### src/hw/wdrp_pkg.sv
// Package: constants for the write data and write response port
package wdrp_pkg;
	// Register offsets (byte addresses)
	localparam logic [7:0] WDRP_OFF_CTRL   = 8'h00;
	localparam logic [7:0] WDRP_OFF_STATUS = 8'h04;
	localparam logic [7:0] WDRP_OFF_LASTID = 8'h08;
	localparam logic [7:0] WDRP_OFF_SEL    = 8'h0c;
	localparam logic [7:0] WDRP_OFF_DATA   = 8'h10;
	// Control field positions
	localparam int WDRP_CTRL_EN_BIT    = 0;
	localparam int WDRP_CTRL_RESP_LSB  = 1;
	localparam int WDRP_CTRL_USER_LSB  = 8;
	// Selection field positions
	localparam int WDRP_SEL_ENT_LSB    = 0;
	localparam int WDRP_SEL_SLICE_LSB  = 8;
	// Status field positions
	localparam int WDRP_STAT_BEAT_LSB  = 0;
	localparam int WDRP_STAT_BURST_LSB = 16;
	// Reset values
	localparam logic [31:0] WDRP_CTRL_RST = 32'h0000_0001;
	localparam logic [31:0] WDRP_SEL_RST  = 32'h0000_0000;
	// Response codes
	typedef enum logic [1:0] {
		WDRP_OKAY   = 2'b00,
		WDRP_EXOKAY = 2'b01,
		WDRP_SLVERR = 2'b10,
		WDRP_DECERR = 2'b11
	} wdrp_resp_t;
	// Width limits
	localparam int WDRP_SLV_ID_MAX  = 16;
	localparam int WDRP_MST_ID_MAX  = 24;
	localparam int WDRP_USER_MAX    = 256;
	localparam int WDRP_LANE_BITS   = 8;
	localparam int WDRP_REG_W       = 32;
endpackage

### src/hw/wdrp_lane_merge.sv
// Byte-lane merge of a new data beat into a stored word
module wdrp_lane_merge #(
	parameter int DATA_W = 32
) (
	input  wire logic [DATA_W-1:0]   old_word,
	input  wire logic [DATA_W-1:0]   new_word,
	input  wire logic [DATA_W/8-1:0] strobe,
	output logic      [DATA_W-1:0]   merged
);
	// Each strobe bit picks one byte lane of the new beat
	for (genvar k = 0; k < DATA_W / 8; k++)
	begin : g_lane
		assign merged[8*k +: 8] = strobe[k] ? new_word[8*k +: 8]
			: old_word[8*k +: 8];
	end
endmodule

### src/hw/wdrp_port.sv
// Write data and write response port, target end facing a bus master
//
// The placing of the registers and the plain strobed port are this design's own decisions.
module wdrp_port
	import wdrp_pkg::*;
#(
	parameter int DATA_W     = 32,
	parameter bit MST_SIDE   = 1'b0,
	parameter int SLV_ID_W   = 4,
	parameter int GLB_ID_W   = 8,
	parameter bit ID_REDUCE  = 1'b0,
	parameter int RED_ID_W   = 4,
	parameter int WUSER_W    = 0,
	parameter int BUSER_W    = 0,
	parameter int DEPTH      = 16
) (
	input  wire logic                    sys_clk,
	input  wire logic                    rst_b,
	input  wire logic [((MST_SIDE ? (ID_REDUCE ? RED_ID_W : GLB_ID_W)
		: SLV_ID_W) > 0 ? (MST_SIDE ? (ID_REDUCE ? RED_ID_W : GLB_ID_W)
		: SLV_ID_W) : 1)-1:0]            wid_s,
	input  wire logic [DATA_W-1:0]       wdata_s,
	input  wire logic [DATA_W/8-1:0]     wstrb_s,
	input  wire logic                    wlast_s,
	input  wire logic [(WUSER_W > 0 ? WUSER_W : 1)-1:0] wuser_s,
	input  wire logic                    wvalid_s,
	output logic                         wready_s,
	output logic [((MST_SIDE ? (ID_REDUCE ? RED_ID_W : GLB_ID_W)
		: SLV_ID_W) > 0 ? (MST_SIDE ? (ID_REDUCE ? RED_ID_W : GLB_ID_W)
		: SLV_ID_W) : 1)-1:0]                 bid_s,
	output wdrp_pkg::wdrp_resp_t         bresp_s,
	output logic [(BUSER_W > 0 ? BUSER_W : 1)-1:0] buser_s,
	output logic                         bvalid_s,
	input  wire logic                    bready_s,
	input  wire logic [7:0]              reg_addr,
	input  wire logic [31:0]             reg_wdata,
	input  wire logic                    reg_wr,
	input  wire logic                    reg_rd,
	output logic [31:0]                  reg_rdata
);
	import wdrp_pkg::*;

	// Port width of the ID, never below one bit
	function automatic int wdrp_port_id_pw(bit ms, int sw, int gw, bit rd,
		int rw);
		int w;
		w = ms ? (rd ? rw : gw) : sw;
		return (w > 0) ? w : 1;
	endfunction

	localparam int ID_W  = MST_SIDE ? (ID_REDUCE ? RED_ID_W : GLB_ID_W)
		: SLV_ID_W;
	localparam int ID_PW = wdrp_port_id_pw(MST_SIDE, SLV_ID_W, GLB_ID_W,
		ID_REDUCE, RED_ID_W);
	localparam int WU_PW = (WUSER_W > 0) ? WUSER_W : 1;
	localparam int BU_PW = (BUSER_W > 0) ? BUSER_W : 1;
	localparam int LANES = DATA_W / WDRP_LANE_BITS;
	localparam int SLICES = DATA_W / WDRP_REG_W;
	localparam int ENT_AW = (DEPTH > 1) ? $clog2(DEPTH) : 1;
	localparam int SL_AW  = (SLICES > 1) ? $clog2(SLICES) : 1;
	localparam bit WIDTH_OK = (DATA_W == 32) || (DATA_W == 64)
		|| (DATA_W == 128) || (DATA_W == 256);
	localparam bit ID_OK = MST_SIDE ? (ID_W >= 1 && ID_W <= WDRP_MST_ID_MAX)
		: (ID_W >= 0 && ID_W <= WDRP_SLV_ID_MAX);
	localparam bit USER_OK = (WUSER_W <= WDRP_USER_MAX)
		&& (BUSER_W <= WDRP_USER_MAX);

	// Registers
	logic [31:0]        ctrl_q;
	logic [31:0]        ctrl_d;
	logic [31:0]        sel_q;
	logic [31:0]        sel_d;
	logic [15:0]        beats_q;
	logic [15:0]        bursts_q;
	logic [ID_PW-1:0]   last_id_q;
	logic [ENT_AW-1:0]  beat_idx_q;
	logic               wready_q;
	logic               bvalid_q;
	logic               bvalid_d;
	logic [ID_PW-1:0]   bid_q;
	wdrp_resp_t         bresp_q;
	logic [BU_PW-1:0]   buser_q;
	logic [31:0]        rdata_q;
	logic [31:0]        rdata_d;
	logic [DATA_W-1:0]  store_q [DEPTH];
	logic [WU_PW-1:0]   wuser_last_q;

	// Decode and handshake terms
	wire               cfg_ok   = WIDTH_OK && ID_OK && USER_OK;
	wire               w_fire   = wvalid_s && wready_q;
	wire               b_fire   = bvalid_q && bready_s;
	wire               last_acc = w_fire && wlast_s;
	wire               accept_en = ctrl_q[WDRP_CTRL_EN_BIT] && cfg_ok;
	wire               hit_ctrl = reg_addr == WDRP_OFF_CTRL;
	wire               hit_sel  = reg_addr == WDRP_OFF_SEL;
	wire [ID_PW-1:0]   wid_use  = (ID_W > 0) ? wid_s : '0;
	wire [WU_PW-1:0]   wuser_use = (WUSER_W > 0) ? wuser_s : '0;
	wire [ENT_AW-1:0]  sel_ent  = sel_q[WDRP_SEL_ENT_LSB +: ENT_AW];
	wire [SL_AW-1:0]   sel_sl   = sel_q[WDRP_SEL_SLICE_LSB +: SL_AW];
	wire [DATA_W-1:0]  sel_word = store_q[sel_ent];
	wire [DATA_W-1:0]  sel_shft = sel_word >> {sel_sl, 5'h00};
	wire [1:0]         resp_cfg = ctrl_q[WDRP_CTRL_RESP_LSB +: 2];
	wire [7:0]         user_cfg = ctrl_q[WDRP_CTRL_USER_LSB +: 8];
	wire [DATA_W-1:0]  merged;
	wire wdrp_resp_t   resp_nx  = wdrp_resp_t'(resp_cfg);
	wire [BU_PW-1:0]   buser_nx = (BUSER_W > 0) ? BU_PW'(user_cfg) : '0;

	// Next slot, wrapping at DEPTH even when not a power of two
	wire               idx_wrap = beat_idx_q == ENT_AW'(DEPTH - 1);
	wire [ENT_AW-1:0]  idx_next = idx_wrap ? '0 : beat_idx_q + 1'b1;

	// Lane-wise merge of the current beat into its slot
	wdrp_lane_merge #(
		.DATA_W (DATA_W)
	) u_merge (
		.old_word (store_q[beat_idx_q]),
		.new_word (wdata_s),
		.strobe   (wstrb_s),
		.merged   (merged)
	);

	// Response stays pending until the master takes it
	assign bvalid_d = (bvalid_q && !bready_s) || last_acc;
	assign ctrl_d   = (reg_wr && hit_ctrl) ? reg_wdata : ctrl_q;
	assign sel_d    = (reg_wr && hit_sel) ? reg_wdata : sel_q;

	// Read data mux, zero outside the answer cycle
	always_comb
	begin
		rdata_d = 32'h0000_0000;
		if (reg_rd)
		begin
			case (reg_addr)
				WDRP_OFF_CTRL:   rdata_d = ctrl_q;
				WDRP_OFF_STATUS: rdata_d = {bursts_q, beats_q};
				WDRP_OFF_LASTID: rdata_d = 32'(last_id_q);
				WDRP_OFF_SEL:    rdata_d = sel_q;
				WDRP_OFF_DATA:   rdata_d = sel_shft[31:0];
				default:         rdata_d = 32'h0000_0000;
			endcase
		end
	end

	// Register port state
	always_ff @(posedge sys_clk)
	begin
		if (!rst_b)
		begin
			ctrl_q  <= WDRP_CTRL_RST;
			sel_q   <= WDRP_SEL_RST;
			rdata_q <= 32'h0000_0000;
		end
		else
		begin
			ctrl_q  <= ctrl_d;
			sel_q   <= sel_d;
			rdata_q <= rdata_d;
		end
	end

	// Write data channel: accept beats while no response waits
	always_ff @(posedge sys_clk)
	begin
		if (!rst_b)
		begin
			wready_q   <= 1'b0;
			beat_idx_q <= '0;
			beats_q    <= 16'h0000;
			bursts_q   <= 16'h0000;
			last_id_q  <= '0;
			wuser_last_q <= '0;
		end
		else
		begin
			wready_q <= accept_en && !bvalid_d;
			if (w_fire)
			begin
				beat_idx_q   <= last_acc ? '0 : idx_next;
				beats_q      <= beats_q + 16'h0001;
				wuser_last_q <= wuser_use;
			end
			if (last_acc)
			begin
				bursts_q  <= bursts_q + 16'h0001;
				last_id_q <= wid_use;
			end
		end
	end

	// Beat storage, only strobed lanes change
	always_ff @(posedge sys_clk)
	begin
		if (w_fire)
			store_q[beat_idx_q] <= merged;
	end

	// Write response channel
	always_ff @(posedge sys_clk)
	begin
		if (!rst_b)
		begin
			bvalid_q <= 1'b0;
			bid_q    <= '0;
			bresp_q  <= WDRP_OKAY;
			buser_q  <= '0;
		end
		else
		begin
			bvalid_q <= bvalid_d;
			if (last_acc)
			begin
				bid_q   <= wid_use;
				bresp_q <= resp_nx;
				buser_q <= buser_nx;
			end
		end
	end

	// Outputs, bridge slave naming with _s suffix
	assign wready_s  = wready_q;
	assign bvalid_s  = bvalid_q;
	assign bid_s     = bid_q;
	assign bresp_s   = bresp_q;
	assign buser_s   = buser_q;
	assign reg_rdata = rdata_q;
endmodule

### config.mk
export PLATFORM = sky130hd
export DESIGN_NAME = wdrp_port
export DESIGN_NICKNAME = d
export VERILOG_FILES = /design/src/hw/wdrp_pkg.sv /design/src/hw/wdrp_lane_merge.sv /design/src/hw/wdrp_port.sv
export SDC_FILE = /design/constraint.sdc
export NUM_CORES = 1
export LEC_CHECK = 0
export ABC_AREA = 1
export BUFFER_PORTS_ARGS = -buffer_cell sky130_fd_sc_hd__buf_2
export CAP_MARGIN = 30
export CORE_MARGIN = 2
export CORE_UTILIZATION = 36
export CTS_CLUSTER_SIZE = 10
export DETAILED_ROUTE_END_ITERATION = 7
export GPL_TIMING_DRIVEN = 0
export PLACE_DENSITY = 0.58
export RECOVER_POWER = 50
export SLEW_MARGIN = 15
export SYNTH_ARGS = -nofsm -noshare
export SYNTH_HDL_FRONTEND = slang
export SYNTH_SLANG_ARGS = --single-unit
### constraint.sdc
create_clock -name sys_clk -period 3.85 [get_ports sys_clk]
set_clock_uncertainty 0.1 [all_clocks]
set_input_delay 0.77 -clock sys_clk [delete_from_list [all_inputs] [get_ports sys_clk]]
set_output_delay 0.77 -clock sys_clk [all_outputs]
set_load 0.01 [all_outputs]
==> results.py <==
metrics = {
    "routing": {
        "wl_met1_mm": 37.3,
        "drt-initial-drc-count": 2265,
        "routed_wl_mm": 93.8,
        "drc_errors": 0,
        "drt_pass1_iterations": 6,
        "dr_wl_met2_mm": 43.5,
        "post_drt_wl_per_cell_um": 21.7,
        "viasPerCell": 5.01,
        "ant_nets": 0,
        "num_vias": 21700,
        "route.met3.wl_mm": 8.37,
        "highest_layer": "met5",
    },
    "clock_network": {
        "numCtsBuffers": 77,
        "clkTransAtPathRegs_ps": 60,
        "ctsResizeCount": 0,
        "clockRootBuffer": "clkbuf_16",
        "cts_setup_buffers": 0,
        "holdBufCountCts": 0,
        "cts_max_level": 3,
        "clockBufferDepth": 3,
        "clock_latency_ps": 650,
        "cts_tree": "built",
        "clock-sinks": 656,
    },
    "timing": {
        "setup_tns_ps": 0,
        "fin_crit_ps": 3090,
        "worstMarginPinSlew_ps": 1110,
        "rsz0062_at_grt": "no",
        "finalHoldViolations": 0,
        "period_share": 0.804,
        "fmax_mhz": 323,
        "slew_viol_final": 0,
        "setup_violations": 0,
        "max-slew-margin-rel": 0.258,
    },
    "placed_design": {
        "gp_congestion": 0.914,
        "hpwl_mm": 64.7,
        "portBuffers": 126,
    },
    "power": {
        "p_total_mw": 14.7,
        "peakVddDrop_mv": 0.239,
        "cellLeakagePower_nw": 13.4,
        "power.density_nw_per_um2": 448,
    },
    "final_layout": {
        "num-nets-final": 3352,
        "layout_common_cells": "835 x nand2_1, 512 x edfxtp_1, 449 x inv_1",
        "area_delta_synth_final_pct": 15.9,
        "layout-drive-gt1-share": 0.0918,
        "final_common_cell": "nand2_1",
        "fill_cells": 7653,
    },
    "floorplan": {
        "num_io_pins": 129,
        "core_um2": 77600,
        "initial_core_util": 0.364,
        "die_w_um": 284,
        "die_h_um": 284,
        "fp.dieArea_um2": 80700,
        "core.rowCount": 102,
    },
    "critical_path": {
        "cp.buffers_inverters": 3,
        "crit_cells": 6,
        "endpoint_kind": "flip-flop",
        "critPathTopFamily": "simple AND/OR/NAND/NOR gates",
        "crit_arrival_ps": 3250,
        "required_ps": 4010,
        "slowest_delay_ps": 820,
        "critPathKind": "flip-flop to flip-flop",
        "path_max_fanout": 10,
        "cp-start-kind": "flip-flop",
        "path_cells": "nand2_1, inv_1, clkbuf_1, nand2_1, clkbuf_1, nor2_1",
        "reg2reg_depth": 6,
        "slowest_stage": "nor2_1",
    },
    "grt": {
        "grt.total_usage": 0.228,
        "grt_start_max_net_pins": 17,
        "grt_first_pass_wirelength_mm": 135,
        "grt_pass1_vias": 20500,
        "gr-total-overflow": 0,
        "grt_antenna_before_repair": 4,
    },
    "logic_synthesis": {
        "synthTopCellsByArea": "edfxtp_1 54%, nand2_1 11%, dfxtp_1 10%, nand3_1 7.8%, inv_1 5.9%",
        "seq_area_frac_synth": 0.646,
        "synth.net_count": 3102,
        "yosysTopAreaCell": "edfxtp_1",
        "yosys_warnings": 0,
        "synth_cells": 3008,
        "yosys.area.top_type_share": 0.544,
        "synth_area_um2": 28300,
        "synth.distinct_cells": 36,
        "avgSynthCellArea_um2": 9.39,
        "ys_ff_latch": 656,
    },
    "worst_hold_path": {
        "hold_class": "primary input to flip-flop",
        "hold-path-cell-count": 3,
    },
    "status": {
        "status": "complete, no violations",
    },
    "job": {
        "max_cap_violations": 0,
    },
}
[cells in the mapped netlist, drive strengths merged]
library cell  instances
nand2               836
edfxtp              512
inv                 453
nand3               439
nor2                232
dfxtp               144
buf                 100
o21ai                85
a21oi                72
clkbuf               56
nor3                 37
a211oi               13
nand4                 7
ha                    6
and3                  5
nand3b                2
o21a                  2
xor2                  2
a31oi                 1
conb                  1
nor3b                 1
o211ai                1
or2                   1
[path summary, 6_finish.rpt]
kind                     startpoint                  endpoint  slack (ps)
max             wready_s$_SDFF_PN0_  store_q[4][27]$_DFFE_PP_         760
min                   reg_wdata[15]    sel_q[15]$_SDFFE_PN0P_         280
max reg2reg     wready_s$_SDFF_PN0_  store_q[4][27]$_DFFE_PP_         760
min reg2reg  ctrl_q[0]$_SDFFE_PN1P_       wready_s$_SDFF_PN0_         360
[sequential cells by signal, indices dropped and copies added, names as in the netlist, named ones only]
register / count
bresp_s: 2
beats_q: 16
ctrl_q: 32
bursts_q: 16
wready_s: 1
beat_idx_q: 4
reg_rdata: 32
sel_q: 32
bid_s: 4
bvalid_s: 1
store_q: 512
[worst min-delay path, stage by stage]
cell	delay, ps
buf_2	80
nor3_1	40
nor2_1	80
[layout make-up]
class / count / area, um^2 / area share
flip-flops and latches: 656 / 18300 / 0.558
multi-input cells: 1743 / 7590 / 0.232
clock buffers: 103 / 2100 / 0.0641
inverters: 453 / 1700 / 0.0519
well taps: 1040 / 1300 / 0.0398
repair buffers: 171 / 985 / 0.0301
plain buffers: 156 / 689 / 0.0211
clock inverters: 7 / 111 / 0.00340
diodes: 2 / 5.00 / 0.000153
[per-layer routing]
layer  GRT usage  up-vias
met5           0        -
met4       0.114        6
met3      0.0446      234
met2       0.372     1013
met1       0.291    10200
li1            -    10200
[metrics by stage]
stage	util	cells	setup WS, ps	area (um^2)	hold slack [ps]
floorplan	-	3008	1530	28300	328
finish	0.422	4331	756	32700	277
CTS	0.421	4314	1070	32700	260
detailed placement	0.393	4204	643	30500	364
global route	0.422	4329	626	32700	291
global placement	0.389	4174	493	30200	362
[where the power goes]
part	switching (mW)	internal, mW
Sequential	0.0101	7.65
Combinational	0.270	0.0772
Clock	2.86	3.79
Total	3.14	11.5
[logic make-up (layout without fill, tap and decap cells)]
kind of cell | count (synthesis) | count (layout) | share of synthesized area
other | 1 | 3 | 0.000133
adder cells (fa/ha/maj) | 6 | 6 | 0.00266
AO/OA/AOI/OAI | 174 | 174 | 0.0336
XOR/XNOR | 2 | 2 | 0.000620
flip-flops | 656 | 656 | 0.646
AND/OR/NAND/NOR | 1560 | 1560 | 0.232
buffers and inverters | 609 | 890 | 0.0850
Power figures use the tool's default switching activity.
